--- src/rtl/rds_pkg.sv ---
// constants, types and frame layout shared by both ends of the relay driver serial link
//------------------------------------------------------------------------------
// Notes on behaviour
// - chip select high: ignore clock, input; output released
// - sample input on falling, shift on rising
// - input bits arrive most significant first
// - output bits most significant first, after rising
// - chip select fall loads diagnosis, or a pending read reply, into shifter
// - chip select fall drives error OR input
// - error indication holds until first rising clock
// - count clocks modulo eight, decode whole multiples
// - bad count sets error flag, drops command
// - chip select rise copies shifter to matrix
// - master keeps clock low at select edges
// - master ends every access raising select
// - frame is eight bits: control then data
// - one shifter, input in, output out, chainable
// - chained devices need N times eight clocks
// - enable bits switch channel diagnosis current
// - control bank: eight four-bit registers, 3-bit pointer
// - diagnosis bank: four four-bit registers, 2-bit pointer
// - reply bit marks register data versus diagnosis
// - reset restores interface and registers
// - diagnosis bank read only, bank select one
//------------------------------------------------------------------------------
package rds_pkg;
	// frame geometry
	localparam int FRAME_BITS = 8;
	localparam int CNT_W = 3;
	localparam int REG_W = 4;
	localparam int CTRL_PTR_W = 3;
	localparam int DIAG_PTR_W = 2;
	localparam int CTRL_REGS = 8;
	localparam int DIAG_REGS = 4;
	localparam int CHANNELS = 8;
	// frame field positions
	localparam int FR_WRITE_BIT = 7;
	localparam int FR_BANK_BIT = 6;
	localparam int FR_ADDR_HI = 6;
	localparam int FR_ADDR_LO = 4;
	localparam int FR_DATA_HI = 3;
	localparam logic BANK_DIAG = 1'b1;
	// control bank addresses of the diagnosis current enables
	localparam logic [2:0] ADDR_DCEN_LOW = 3'h4;
	localparam logic [2:0] ADDR_DCEN_HIGH = 3'h5;
	// values after reset
	localparam logic [3:0] CTRL_RESET = 4'h0;
	localparam logic [7:0] FRAME_RESET = 8'h00;
	localparam logic [2:0] CNT_RESET = 3'h0;
	// controller register offsets and fields
	localparam logic [7:0] HOST_TX_OFS = 8'h00;
	localparam logic [7:0] HOST_RX_OFS = 8'h04;
	localparam logic [7:0] HOST_STATUS_OFS = 8'h08;
	localparam int TX_LEN_LO = 8;
	localparam int TX_LEN_HI = 11;
	localparam logic [3:0] TX_LEN_DEFAULT = 4'h8;
	// serial clock half period in system clocks
	localparam int SCLK_HALF_CYCLES = 4;
	localparam logic [31:0] ZERO_WORD = 32'h0000_0000;

	typedef enum logic [4:0] {
		H_IDLE = 5'h01,
		H_LEAD = 5'h02,
		H_HIGH = 5'h04,
		H_LOW = 5'h08,
		H_TAIL = 5'h10
	} rds_host_state_e;
endpackage

--- src/rtl/rds_if.sv ---
// serial link between controller and relay driver
`timescale 1ns/1ns
interface rds_if;
	logic master_select_line;
	logic sclk;
	logic master_out_line;
	logic so;
	logic so_oe_n;
	logic master_in_line;

	// released output reads low on the shared line
	assign master_in_line = so_oe_n ? 1'b0 : so;

	modport device (
		input master_select_line,
		input sclk,
		input master_out_line,
		output so,
		output so_oe_n
	);

	modport host (
		output master_select_line,
		output sclk,
		output master_out_line,
		input master_in_line
	);
endinterface

--- src/rtl/rds_sync.sv ---
// two flip-flop synchroniser for pin inputs
`timescale 1ns/1ns
module rds_sync #(
	parameter int WIDTH = 1
) (
	// clock and reset
	input wire logic clk,
	input wire logic rst_n,
	// async in, synced out
	input wire logic [WIDTH-1:0] d,
	output logic [WIDTH-1:0] q
);
	logic [WIDTH-1:0] meta;

	// first stage feeds only the second
	always_ff @(posedge clk or negedge rst_n) begin
		if (!rst_n) begin
			meta <= '0;
			q <= '0;
		end else begin
			meta <= d;
			q <= meta;
		end
	end
endmodule

--- src/rtl/rds_device.sv ---
// relay driver serial slave: shifter, framing check, register banks
`timescale 1ns/1ns
module rds_device (
	// system
	input wire logic hclk,
	input wire logic hresetn,
	// serial link
	rds_if.device link,
	// diagnosis flags, per channel {open load, fault}, channel 0 lowest
	input wire logic [15:0] diag_flags,
	// outputs to the power stage
	output logic [7:0] diag_current_on,
	output logic framing_error_flag,
	output logic [7:0] in_matrix
);
	//--------------------------------------------------------------------
	// pin synchronisation and edge detection
	//--------------------------------------------------------------------
	logic cs_s;
	logic sclk_s;
	logic si_s;
	logic sel_s;
	logic cs_d;
	logic sclk_d;
	logic cs_fall;
	logic cs_rise;
	logic active;
	logic sclk_rise;
	logic sclk_fall;

	rds_sync #(
		.WIDTH(3)
	) u_sync (
		.clk(hclk),
		.rst_n(hresetn),
		.d({~link.master_select_line, link.sclk, link.master_out_line}),
		.q({sel_s, sclk_s, si_s})
	);

	// select synced true-high so its reset value means deselected, no false edge
	assign cs_s = ~sel_s;

	// delayed copies of the synced levels for edge finding
	always_ff @(posedge hclk or negedge hresetn) begin
		if (!hresetn) begin
			cs_d <= 1'b1;
			sclk_d <= 1'b0;
		end else begin
			cs_d <= cs_s;
			sclk_d <= sclk_s;
		end
	end

	// clock edges count only while selected
	assign cs_fall = cs_d & ~cs_s;
	assign cs_rise = ~cs_d & cs_s;
	assign active = ~cs_s & ~cs_d;
	assign sclk_rise = active & ~sclk_d & sclk_s;
	assign sclk_fall = active & sclk_d & ~sclk_s;

	//--------------------------------------------------------------------
	// diagnosis summary and reply word
	//--------------------------------------------------------------------
	logic [rds_pkg::CHANNELS-1:0] chan_fault;
	logic reply_valid;
	logic [rds_pkg::CTRL_PTR_W-1:0] reply_ptr;
	logic reply_bank;
	logic [rds_pkg::REG_W-1:0] ctrl_bank [rds_pkg::CTRL_REGS];
	logic [rds_pkg::REG_W-1:0] diag_bank [rds_pkg::DIAG_REGS];
	logic [rds_pkg::REG_W-1:0] reply_data;
	logic [rds_pkg::FRAME_BITS-1:0] tx_word;

	// per channel: any latched fault or open load
	genvar ch;
	generate
		for (ch = 0; ch < rds_pkg::CHANNELS; ch++) begin : g_fault
			assign chan_fault[ch] = diag_flags[2*ch] | diag_flags[2*ch+1];
		end
	endgenerate

	// diagnosis bank is a read-only view of the flags
	genvar dr;
	generate
		for (dr = 0; dr < rds_pkg::DIAG_REGS; dr++) begin : g_diag
			assign diag_bank[dr] = diag_flags[4*dr +: 4];
		end
	endgenerate

	// bank select one reaches the diagnosis bank
	always_comb begin
		if (reply_bank == rds_pkg::BANK_DIAG) begin
			reply_data = diag_bank[reply_ptr[rds_pkg::DIAG_PTR_W-1:0]];
		end else begin
			reply_data = ctrl_bank[reply_ptr];
		end
	end

	// top bit tells register contents from standard diagnosis
	always_comb begin
		if (reply_valid) begin
			tx_word = {1'b1, reply_ptr, reply_data};
		end else begin
			tx_word = {1'b0, chan_fault[7] | chan_fault[6], chan_fault[5:0]};
		end
	end

	//--------------------------------------------------------------------
	// shift register and serial output
	//--------------------------------------------------------------------
	logic [rds_pkg::FRAME_BITS-1:0] shifter;
	logic before_first_rise;

	// one shifter: loaded at select fall, input in at falling clock
	always_ff @(posedge hclk or negedge hresetn) begin
		if (!hresetn) begin
			shifter <= rds_pkg::FRAME_RESET;
		end else if (cs_fall) begin
			shifter <= tx_word;
		end else if (sclk_fall) begin
			shifter <= {shifter[rds_pkg::FRAME_BITS-2:0], si_s};
		end
	end

	// error indication window lasts up to the first rising clock
	always_ff @(posedge hclk or negedge hresetn) begin
		if (!hresetn) begin
			before_first_rise <= 1'b0;
		end else if (cs_fall) begin
			before_first_rise <= 1'b1;
		end else if (sclk_rise || cs_rise) begin
			before_first_rise <= 1'b0;
		end
	end

	// output drive: released while deselected, msb out on rising clock
	always_ff @(posedge hclk or negedge hresetn) begin
		if (!hresetn) begin
			link.so <= 1'b0;
			link.so_oe_n <= 1'b1;
		end else if (cs_rise) begin
			link.so <= 1'b0;
			link.so_oe_n <= 1'b1;
		end else if (cs_fall) begin
			link.so <= framing_error_flag | si_s;
			link.so_oe_n <= 1'b0;
		end else if (sclk_rise) begin
			link.so <= shifter[rds_pkg::FRAME_BITS-1];
		end else if (before_first_rise && active) begin
			link.so <= framing_error_flag | si_s;
		end
	end

	//--------------------------------------------------------------------
	// clock counting and framing check
	//--------------------------------------------------------------------
	logic [rds_pkg::CNT_W-1:0] clk_count;
	logic any_clock;
	logic frame_ok;

	// modulo eight count of falling clocks, cleared per access
	always_ff @(posedge hclk or negedge hresetn) begin
		if (!hresetn) begin
			clk_count <= rds_pkg::CNT_RESET;
			any_clock <= 1'b0;
		end else if (cs_fall) begin
			clk_count <= rds_pkg::CNT_RESET;
			any_clock <= 1'b0;
		end else if (sclk_fall) begin
			clk_count <= clk_count + 3'h1;
			any_clock <= 1'b1;
		end
	end

	// whole nonzero multiple of eight clocks, daisy chains included
	assign frame_ok = any_clock && (clk_count == rds_pkg::CNT_RESET);

	// flag set by a bad frame, cleared by the next good one
	always_ff @(posedge hclk or negedge hresetn) begin
		if (!hresetn) begin
			framing_error_flag <= 1'b0;
		end else if (cs_rise && !frame_ok) begin
			framing_error_flag <= 1'b1;
		end else if (cs_rise) begin
			framing_error_flag <= 1'b0;
		end
	end

	// shifter always lands in the matrix register at select rise
	always_ff @(posedge hclk or negedge hresetn) begin
		if (!hresetn) begin
			in_matrix <= rds_pkg::FRAME_RESET;
		end else if (cs_rise) begin
			in_matrix <= shifter;
		end
	end

	//--------------------------------------------------------------------
	// command decoding and control bank
	//--------------------------------------------------------------------
	// frame: write bit, then address or bank bit, then data or, for reads, pointer in the low bits
	always_ff @(posedge hclk or negedge hresetn) begin
		if (!hresetn) begin
			for (int i = 0; i < rds_pkg::CTRL_REGS; i++) begin
				ctrl_bank[i] <= rds_pkg::CTRL_RESET;
			end
		end else if (cs_rise && frame_ok && shifter[rds_pkg::FR_WRITE_BIT]) begin
			ctrl_bank[shifter[rds_pkg::FR_ADDR_HI:rds_pkg::FR_ADDR_LO]]
				<= shifter[rds_pkg::FR_DATA_HI:0];
		end
	end

	// read request answered in the next frame only; bad frames drop it
	always_ff @(posedge hclk or negedge hresetn) begin
		if (!hresetn) begin
			reply_valid <= 1'b0;
			reply_bank <= 1'b0;
			reply_ptr <= 3'h0;
		end else if (cs_rise) begin
			reply_valid <= frame_ok && !shifter[rds_pkg::FR_WRITE_BIT];
			reply_bank <= shifter[rds_pkg::FR_BANK_BIT];
			reply_ptr <= shifter[rds_pkg::CTRL_PTR_W-1:0];
		end
	end

	// per channel diagnosis current enables
	always_ff @(posedge hclk or negedge hresetn) begin
		if (!hresetn) begin
			diag_current_on <= {rds_pkg::CTRL_RESET, rds_pkg::CTRL_RESET};
		end else begin
			diag_current_on <= {ctrl_bank[rds_pkg::ADDR_DCEN_HIGH],
				ctrl_bank[rds_pkg::ADDR_DCEN_LOW]};
		end
	end
endmodule

--- src/flat_wrapper.sv ---
// flat-port wrapper written by rule: the top's interface ports become plain ports
module rds_device_flat 
  (hclk, hresetn, diag_flags, diag_current_on, framing_error_flag, in_matrix, link_master_select_line, link_sclk, link_master_out_line, link_so, link_so_oe_n);
  rds_if link_i ();
  input wire logic hclk;
  input wire logic hresetn;
  input wire logic [15:0] diag_flags;
  output logic [7:0] diag_current_on;
  output logic framing_error_flag;
  output logic [7:0] in_matrix;
  input wire logic [$bits(link_i.master_select_line)-1:0] link_master_select_line;
  input wire logic [$bits(link_i.sclk)-1:0] link_sclk;
  input wire logic [$bits(link_i.master_out_line)-1:0] link_master_out_line;
  output wire logic [$bits(link_i.so)-1:0] link_so;
  output wire logic [$bits(link_i.so_oe_n)-1:0] link_so_oe_n;
  assign link_i.master_select_line = link_master_select_line;
  assign link_i.sclk = link_sclk;
  assign link_i.master_out_line = link_master_out_line;
  assign link_so = link_i.so;
  assign link_so_oe_n = link_i.so_oe_n;
  rds_device u_core (.hclk(hclk), .hresetn(hresetn), .link(link_i), .diag_flags(diag_flags), .diag_current_on(diag_current_on), .framing_error_flag(framing_error_flag), .in_matrix(in_matrix));
endmodule
--- config.mk ---
export PLATFORM = sky130hd
export DESIGN_NAME = rds_device_flat
export DESIGN_NICKNAME = d
export VERILOG_FILES = /design/src/rtl/rds_pkg.sv /design/src/rtl/rds_if.sv /design/src/rtl/rds_sync.sv /design/src/rtl/rds_device.sv /design/src/flat_wrapper.sv
export SDC_FILE = /design/constraint.sdc
export NUM_CORES = 1
export LEC_CHECK = 0
export BUFFER_PORTS_ARGS = -buffer_cell sky130_fd_sc_hd__buf_4
export CAP_MARGIN = 20
export CORE_MARGIN = 2
export CORE_UTILIZATION = 50
export CTS_BUF_LIST = sky130_fd_sc_hd__clkbuf_4
export CTS_CLUSTER_DIAMETER = 40
export DETAILED_ROUTE_END_ITERATION = 8
export GPL_TIMING_DRIVEN = 0
export PLACE_DENSITY = 0.7
export SETUP_SLACK_MARGIN = 0.15
export SYNTH_ARGS = -nofsm -noshare
export SYNTH_HDL_FRONTEND = slang
export SYNTH_SLANG_ARGS = --single-unit
--- constraint.sdc ---
create_clock -name hclk -period 2.2 [get_ports hclk]
set_clock_uncertainty 0.2 [all_clocks]
set_input_delay 0.44 -clock hclk [delete_from_list [all_inputs] [get_ports hclk]]
set_output_delay 0.44 -clock hclk [all_outputs]
set_load 0.1 [all_outputs]
==> results.py, run 1 <==
metrics = {
    "outcome": {
        "run_status": "completed",
    },
    "logic_synthesis": {
        "ys_types": 43,
        "ys_ff_latch": 73,
        "synth.largest_area_cell": "dfrtp_1",
        "async_flop_share_pct": 100.0,
        "synth_nets": 283,
        "synth.top_cell.area_share_pct": 50.97,
        "synth-edff-count": 0,
        "yosysSeqAreaShare_pct": 52.48,
        "synth.most_common_cell": "dfrtp_1",
        "syn-cell-area_um2": 3486,
        "ys.flop_type": "dfrtp_1",
        "synth_area_leaders": "dfrtp_1 51%, mux2_2 10%, mux2_4 5.2%",
        "synthCells": 257,
        "synth_common_cells": "71 x dfrtp_1, 32 x mux2_2, 15 x mux2i_1, 14 x nand2_1, 13 x o21ai_0",
        "yosys_warnings": 0,
        "syn_avg_cell_area_um2": 13.56,
    },
    "clock_network": {
        "cts_tree": "yes",
        "cts_buffers": 9,
        "insertion_delay_ns": 0.42,
        "clkTransAtPathRegs_ns": 0.11,
        "cts_buffer_depth": 2,
        "cts_sinks": 73,
        "root_buffer": "clkbuf_4",
        "htree_levels": 3,
    },
    "grt": {
        "grt_pass1_wl_mm": 11.96,
        "antenna_found_initial": 0,
        "grt_max_degree": 74,
        "track_usage_pct": 21.61,
        "grt_pass1_vias": 2280,
        "overflow": 0,
    },
    "flow_run": {
        "max-cap-violations": 0,
    },
    "layout": {
        "final_util_pct": 61.54,
        "drive_gt1_share_pct": 44.55,
        "diodes": 0,
        "multi_input_comb_area_um2": 1585,
        "syn_to_final_growth_pct": 19.28,
        "n_fill_cell": 542,
        "layout.nets": 342,
        "seqCellArea_um2": 1836,
    },
    "floorplan": {
        "die_h_um": 87.50,
        "dieArea_um2": 7655,
        "core_um2": 6756,
        "initial_core_util_pct": 51.59,
        "die_w_um": 87.50,
        "ios": 40,
        "std_cell_rows": 30,
    },
    "power": {
        "switchingPower_mw": 1.471,
        "vdd_drop_max_mv": 0.6263,
        "power_mw": 3.789,
        "swShare_pct": 38.83,
        "p_comb_share_pct": 35.9,
        "seqPwrFrac_pct": 43.2,
        "p_leak_nw": 2.036,
        "powerDensity_nw_per_um2": 911.4,
        "power.clock.fraction_pct": 21.0,
        "p_int_mw": 2.318,
    },
    "setup_path": {
        "reg2regPathDepth": 6,
        "critical_path.startpoint": "u_core.u_sync.q[2]",
        "r2r_start": "u_core.u_sync.q[2]",
        "critical_path_arrival_ns": 2.14,
        "r2r_slack_ns": 0.17,
        "cp-start-kind": "register",
        "critical_path.endpoint_type": "register",
        "crit_required_ns": 2.32,
        "rr_endpoint": "u_core.ctrl_bank[21]",
        "crit_type": "reg2reg",
        "endpoint": "u_core.ctrl_bank[21]",
        "critPathMaxFanout": 4,
    },
    "detailed_routing": {
        "wirelength_mm": 7.426,
        "postRouteAntennaNets": 0,
        "firstDrtPassIters": 4,
        "route.vias.total": 2301,
        "drc": 0,
        "drtIter0Drc": 178,
        "wire_per_inst_um": 18.52,
        "viasPerCell": 5.738,
    },
    "sta": {
        "fin_crit_sh_pct": 92.15,
        "setup_viol": 0,
        "worst_pin_slew_ns": 0.8865,
        "hold_viol": 0,
        "fin_setup_tns_ns": 0,
        "slew_violations": 0,
        "relSlewSlack_pct": 40.90,
        "layout_min_cycle_time_ns": 2.027,
        "holdWs_ns": 0.1135,
        "rsz0062_at_grt": "true",
        "timing.fmax_mhz": 493.3,
    },
    "place": {
        "gp_routability_congestion": 0.9209,
        "io_buffers": 39,
        "dp_hpwl_mm": 5.037,
    },
    "hold_path": {
        "hp-class": "in2reg",
    },
}
## worst min path at each step
stage / start / end / slack, ns / depth (start not counted)
floorplan: hresetn / u_core.any_clock / -0.06 / 0
global placement: u_core.u_sync.meta[1] / u_core.u_sync.q[1] / 0.13 / 0
detailed placement: u_core.u_sync.meta[1] / u_core.u_sync.q[1] / 0.14 / 0
CTS: diag_flags[2] / u_core.shifter[1] / 0.09 / 3
global route: diag_flags[6] / u_core.shifter[3] / 0.14 / 3
finish: diag_flags[2] / u_core.shifter[1] / 0.11 / 3
## flip-flops by register name, indices dropped and copies added, names as in the netlist, 2 cells and up
| register | count |
|---|---|
| u_core.clk_count | 3 |
| u_core.u_sync.q | 3 |
| u_core.shifter | 8 |
| u_core.ctrl_bank | 32 |
| u_core.diag_current_on | 8 |
| u_core.in_matrix | 6 |
| u_core.u_sync.meta | 3 |
| u_core.reply_ptr | 2 |
## per-layer routing
metal | global-route usage, % | part of all wire [%] | up-vias
li1 | - | - | 1060
met1 | 30.72 | 47 | 1173
met2 | 32.16 | 47 | 53
met4 | 10.21 | 2.2 | 0
met5 | 0 | 0 | -
met3 | 3.981 | 3.6 | 15
## power groups by stage
stage                     sequential (mW)  clock, mW  combinational, mW
final                                1.64      0.795               1.36
after CTS                            1.64      0.812               1.35
after global placement               1.65          0               1.32
after global routing                 1.66      0.887               1.43
after floorplan                      2.08          0              0.574
after detailed placement             1.66          0               1.33
## metrics by stage
stage | setup WS (ns) | cells | instance area (µm²)
final | 0.1727 | 401 | 4158
after global routing | 0.1230 | 401 | 4158
after CTS | 0.1549 | 399 | 4106
after detailed placement | 0.04018 | 376 | 3885
after global placement | 0.05567 | 376 | 3885
after floorplan | 0.1779 | 257 | 3492
## cell families after synthesis
| kind of cell | synth area share [%] |
|---|---|
| AO/OA/AOI/OAI | 8.220 |
| XOR/XNOR | 0.2513 |
| adder cells (fa/ha/maj) | 1.795 |
| buffers and inverters | 3.410 |
| flip-flops | 52.48 |
| multiplexers | 24.01 |
| AND/OR/NAND/NOR | 9.835 |
## what timing repair did
item	CTS	global route
pin swaps	3	1
gates cloned	0	0
gates resized for setup	11	11
hold buffers	4	0
endpoints found under the setup margin	37	14
endpoints found under the hold margin	74	0
buffers inserted	3	2
## layout make-up
| class | instances | area share, % |
|---|---|---|
| clock inverter | 7 | 1.475 |
| tap | 80 | 2.407 |
| timing repair buffer | 48 | 9.088 |
| buffer | 18 | 2.498 |
| sequential | 73 | 44.15 |
| inverter | 7 | 0.6320 |
| clock buffer | 9 | 1.625 |
| multi-input combinational | 159 | 38.13 |
## cell usage in the layout, fill, tap and decap left out, drive strengths merged, types with 2 or more instances in the layout
| cell | instances |
|---|---|
| a211oi | 2 |
| a21oi | 4 |
| a311o | 2 |
| a31oi | 6 |
| and3 | 2 |
| buf | 52 |
| clkbuf | 19 |
| clkinv | 5 |
| dfrtp | 71 |
| dfstp | 2 |
| dlygate4sd3 | 4 |
| ha | 5 |
| inv | 7 |
| mux2 | 44 |
| mux2i | 15 |
| mux4 | 6 |
| nand2 | 15 |
| nand2b | 5 |
| nand3b | 6 |
| nor2 | 9 |
| nor2b | 4 |
| nor3b | 2 |
| o211ai | 2 |
| o21ai | 13 |
| o221a | 2 |
| o221ai | 2 |
| o311ai | 2 |
| o32ai | 2 |
## critical path: stages (launching register included)
cell,delay (ns)
dfrtp_1,0.41
inv_2,0.08
ha_4,0.15
and4b_2,0.27
nand3b_4,0.13
nor3b_4,0.30
mux2_2,0.37
Note: power is estimated with default switching activity, not from simulation.
==> run 2, diff against run 1 <==
RECOVER_POWER = 50   (was unset)
==> run 2 against run 1 <==
Sequential power barely moved. Worst hold slack lost 0.0037 ns. Routed wire length shrank 0.32%. Register-to-register slack worse by 0.04 ns. Global-route usage is the same. Via count hardly changed. Design area unchanged. Non-clock buffer count is the same. Largest cell class unchanged.
==> results.py, run 2 (synthesis gave the netlist of run 1 again) <==
metrics = {
    "outcome": {
        "run_status": "completed",
    },
    "floorplan": {
        "core_um2": 6756,
        "ios": 40,
        "std_cell_rows": 30,
        "dieArea_um2": 7655,
        "die_w_um": 87.50,
        "die_h_um": 87.50,
        "initial_core_util_pct": 51.59,
    },
    "sta": {
        "relSlewSlack_pct": 36.07,
        "setup_viol": 0,
        "holdWs_ns": 0.1099,
        "layout_min_cycle_time_ns": 2.070,
        "hold_viol": 0,
        "timing.fmax_mhz": 483.1,
        "rsz0062_at_grt": "true",
        "fin_setup_tns_ns": 0,
        "worst_pin_slew_ns": 0.9589,
        "setup_ws_ns": 0.1300,
        "fin_crit_sh_pct": 94.09,
        "slew_violations": 0,
    },
    "place": {
        "dp_hpwl_mm": 5.037,
        "pre_cts_ws_ns": 0.04018,
        "io_buffers": 39,
        "gp_routability_congestion": 0.9209,
    },
    "clock_network": {
        "insertion_delay_ns": 0.43,
        "cts_sinks": 73,
        "root_buffer": "clkbuf_4",
        "clkTransAtPathRegs_ns": 0.11,
        "cts_buffer_depth": 2,
        "htree_levels": 3,
        "cts_buffers": 9,
        "cts_tree": "yes",
    },
    "power": {
        "vdd_drop_max_mv": 0.6269,
        "p_leak_nw": 2.037,
        "powerDensity_nw_per_um2": 911.2,
    },
    "layout": {
        "final_cell_mix": "68 x dfrtp_1, 40 x buf_4, 28 x mux2_2, 16 x mux2_4, 15 x mux2i_1",
        "top_register": "u_core.ctrl_bank",
        "drive_gt1_share_pct": 43.61,
        "reg.largest.list": "u_core.ctrl_bank: 32 flops, u_core.diag_current_on: 8 flops, u_core.shifter: 8 flops",
        "largest_reg_flops": 32,
        "final_common_cell": "dfrtp_1",
        "final_util_pct": 61.54,
        "layout.nets": 342,
        "diodes": 0,
        "syn_to_final_growth_pct": 19.28,
    },
    "setup_path": {
        "critPathMaxFanout": 4,
        "slowest_stage": "dfstp_1",
        "cp-start-kind": "register",
        "cp_num_buf_inv": 1,
        "crit_required_ns": 2.32,
        "path_cells": "inv_1 -> ha_4 -> and4b_2 -> nand3b_4 -> nor3b_4 -> mux2_2",
        "critical_path.endpoint_type": "register",
        "reg2regPathDepth": 6,
        "crit_family": "simple AND/OR/NAND/NOR gates",
        "slowest_delay_ns": 0.39,
        "critical_path_arrival_ns": 2.19,
        "crit_type": "reg2reg",
        "cp.depth": 6,
    },
    "detailed_routing": {
        "drtIter0Drc": 173,
        "viasPerCell": 5.736,
        "firstDrtPassIters": 4,
        "postRouteAntennaNets": 0,
        "route.vias.total": 2300,
        "wire_per_inst_um": 18.46,
        "wirelength_mm": 7.402,
        "drc": 0,
    },
    "grt": {
        "antenna_found_initial": 0,
        "grt_pass1_vias": 2280,
        "overflow": 0,
        "track_usage_pct": 21.61,
        "grt_max_degree": 74,
        "grt_pass1_wl_mm": 11.96,
    },
    "flow_run": {
        "max-cap-violations": 0,
    },
    "hold_path": {
        "hp-class": "in2reg",
        "whs_path_depth": 3,
    },
}
## run 2: cell count changes in the layout (fill, tap and decap cells not counted), sizes merged
cell	before	now
buf	52	48
clkbuf	19	23
## run 2: timing repair
item | 4_1_cts | 5_1_grt
pin swaps | 3 | 1
resized for setup | 11 | 11
setup endpoints to repair | 37 | 14
endpoints found under the hold margin | 74 | 0
setup buffers | 3 | 2
hold buffers | 4 | 0
## run 2: per-layer routing
layer,track usage (%),routed length [µm],vias to the layer above
met5,0,0,-
met2,32.16,3487,71
met1,30.72,3364,1159
met4,10.21,161,0
met3,3.981,388,12
li1,-,-,1058
## run 2: final timing paths
kind,from,endpoint,slack [ns]
max in group asynchronous,hresetn,u_core.reply_ptr[1],0.60
max reg2reg,u_core.cs_d,u_core.ctrl_bank[21],0.13
max,u_core.cs_d,u_core.ctrl_bank[21],0.13
min reg2reg,u_core.u_sync.meta[1],u_core.u_sync.q[1],0.16
min in group asynchronous,hresetn,u_core.clk_count[1],0.51
min,diag_flags[2],u_core.shifter[1],0.11
## run 2: final cells by class
class	count	area [µm²]
well taps	80	100.1
fillers	542	2599
clock inverters	7	61.31
multi-input cells	159	1585
plain buffers	18	103.9
repair buffers	48	377.9
inverters	7	26.28
clock buffers	9	67.56
flip-flops and latches	73	1836
## run 2: power by group
group	internal [mW]	switching, mW	leakage, nW
Sequential	1.52	0.110	0.933
Clock	0.334	0.460	0.0729
Combinational	0.458	0.902	1.03
Total	2.32	1.47	2.04
## run 2: worst min-delay path: cells and delay by family
family                 cells  cell delay, ns
buffers and inverters      1            0.08
AOI/OAI and AO/OA          2            0.17
## run 2: metrics by stage
stage	std cells	power (mW)	instance area (µm²)
2_1_floorplan	257	2.656	3492
3_3_place_gp	376	2.969	3885
3_5_place_dp	376	2.990	3885
4_1_cts	399	3.797	4106
5_1_grt	401	3.975	4158
6_report	401	3.788	4158
==> run 3, diff against run 2 <==
MAX_ROUTING_LAYER = met4   (was unset)
==> run 3 against run 2 <==
Non-clock buffer count unchanged. Sequential power about the same. Combinational power about the same. Register-to-register slack about the same. Routed wire length down 0.41%. Design area unchanged. Die area unchanged. Critical path depth unchanged. Cell count unchanged. Core utilization unchanged. Worst hold slack better by 0.0034 ns. First-iteration DRC count down 3.5%. Largest cell class unchanged. Largest power group unchanged.
==> results.py, run 3 (synthesis gave the netlist of run 1 again) <==
metrics = {
    "detailed_routing": {
        "firstDrtPassIters": 4,
        "drc": 0,
        "dr_wl_met2_mm": 3.474,
        "route.vias.total": 2295,
        "wire_per_inst_um": 18.38,
        "wirelength_mm": 7.372,
        "m1WireLength_mm": 3.432,
        "drtIter0Drc": 167,
        "postRouteAntennaNets": 0,
        "viasPerCell": 5.723,
        "met3_length_um": 308,
        "top_layer": "met4",
    },
    "setup_path": {
        "slowest_delay_ns": 0.39,
        "crit_type": "reg2reg",
        "path_cells": "inv_1 -> ha_4 -> and4b_2 -> nand3b_4 -> nor3b_4 -> mux2_2",
        "cp_num_buf_inv": 1,
        "crit_family": "simple AND/OR/NAND/NOR gates",
        "slowest_stage": "dfstp_1",
        "cp-start-kind": "register",
        "critical_path.endpoint_type": "register",
        "critical_path_arrival_ns": 2.18,
        "critPathMaxFanout": 4,
        "crit_required_ns": 2.32,
    },
    "layout": {
        "seqCellArea_um2": 1836,
        "final_cell_mix": "68 x dfrtp_1, 40 x buf_4, 28 x mux2_2, 16 x mux2_4, 15 x mux2i_1",
        "postLayoutCellArea_um2": 4158,
        "n_fill_cell": 542,
        "drive_gt1_share_pct": 43.61,
        "largest_reg_flops": 32,
        "reg.largest.list": "u_core.ctrl_bank: 32 flops, u_core.diag_current_on: 8 flops, u_core.shifter: 8 flops",
        "diodes": 0,
        "layout.nets": 342,
        "syn_to_final_growth_pct": 19.28,
        "multi_input_comb_area_um2": 1585,
        "final_common_cell": "dfrtp_1",
        "top_register": "u_core.ctrl_bank",
    },
    "sta": {
        "fin_crit_sh_pct": 93.63,
        "fin_setup_tns_ns": 0,
        "rsz0062_at_grt": "true",
        "holdWs_ns": 0.1132,
        "setup_viol": 0,
        "timing.fmax_mhz": 485.5,
        "slew_violations": 0,
        "hold_viol": 0,
        "layout_min_cycle_time_ns": 2.060,
        "worst_pin_slew_ns": 0.9579,
        "relSlewSlack_pct": 36.14,
    },
    "floorplan": {
        "core_um2": 6756,
        "dieArea_um2": 7655,
        "ios": 40,
        "std_cell_rows": 30,
        "initial_core_util_pct": 51.59,
        "die_w_um": 87.50,
        "die_h_um": 87.50,
    },
    "power": {
        "power.clock.fraction_pct": 20.9,
        "powerDensity_nw_per_um2": 910.3,
        "p_leak_nw": 2.037,
        "switchingPower_mw": 1.468,
        "swShare_pct": 38.78,
        "p_int_mw": 2.317,
        "vdd_drop_max_mv": 0.6263,
        "seqPwrFrac_pct": 43.2,
        "p_comb_share_pct": 35.9,
    },
    "clock_network": {
        "root_buffer": "clkbuf_4",
        "cts_sinks": 73,
        "cts_buffer_depth": 2,
        "insertion_delay_ns": 0.42,
        "clkTransAtPathRegs_ns": 0.11,
        "htree_levels": 3,
        "cts_tree": "yes",
        "cts_buffers": 9,
    },
    "grt": {
        "antenna_found_initial": 0,
        "grt_pass1_wl_mm": 11.96,
        "grt_pass1_vias": 2282,
        "track_usage_pct": 22.25,
        "overflow": 0,
        "grt_max_degree": 74,
    },
    "place": {
        "dp_hpwl_mm": 5.037,
        "io_buffers": 39,
        "gp_routability_congestion": 0.9370,
        "postPlaceCellArea_um2": 3885,
    },
    "hold_path": {
        "hp-class": "in2reg",
    },
    "outcome": {
        "run_status": "completed",
    },
    "flow_run": {
        "max-cap-violations": 0,
    },
}
[run 3: cell counts in the layout (fill, tap and decap cells not counted)]
No cell type changed its count.
[run 3: metrics by stage]
stage | util (%) | cells | setup slack [ns] | total power [mW]
2_1_floorplan | - | 257 | 0.1779 | 2.656
3_3_place_gp | 57.50 | 376 | 0.05567 | 2.969
3_5_place_dp | 57.50 | 376 | 0.04018 | 2.990
4_1_cts | 60.78 | 399 | 0.1549 | 3.797
5_1_grt | 61.54 | 401 | 0.08219 | 3.975
6_report | 61.54 | 401 | 0.1401 | 3.785
[run 3: per-layer routing]
metal	vias up	GRT usage, %
met2	54	32.23
met3	12	3.981
met4	0	10.21
met1	1167	30.65
met5	-	-
li1	1062	-
[run 3: repair_timing]
action / in CTS / in global routing
buffers inserted: 3 / 2
pin swaps: 3 / 1
hold buffers: 4 / 0
endpoints found under the setup margin: 37 / 14
endpoints found under the hold margin: 74 / 0
gates resized for setup: 11 / 11
[run 3: power by group through the flow]
stage | registers, mW | logic, mW | clock network (mW)
after global placement | 1.65 | 1.32 | 0
final | 1.64 | 1.36 | 0.792
after floorplan | 2.08 | 0.574 | 0
after global routing | 1.66 | 1.43 | 0.887
after CTS | 1.64 | 1.35 | 0.812
after detailed placement | 1.66 | 1.33 | 0
[run 3: final timing paths]
path,startpoint,end,slack [ns],cells past startpoint
max in group asynchronous,hresetn,u_core.reply_ptr[1],0.58,2
max reg2reg,u_core.cs_d,u_core.ctrl_bank[21],0.14,6
min reg2reg,u_core.u_sync.meta[1],u_core.u_sync.q[1],0.16,0
max,u_core.cs_d,u_core.ctrl_bank[21],0.14,6
min,diag_flags[2],u_core.shifter[1],0.11,3
min in group asynchronous,hresetn,u_core.clk_count[1],0.52,2
[run 3: area by class of cell]
cell class                 instances  share of cell area [%]
clock inverter                     7                   1.475
inverter                           7                  0.6320
buffer                            18                   2.498
clock buffer                       9                   1.625
tap                               80                   2.407
multi-input combinational        159                   38.13
sequential                        73                   44.15
timing repair buffer              48                   9.088
[run 3: tightest hold or removal path, stage by stage]
cell and delay, ns:
buf_4 0.08, o21ai_0 0.09, o221ai_1 0.08
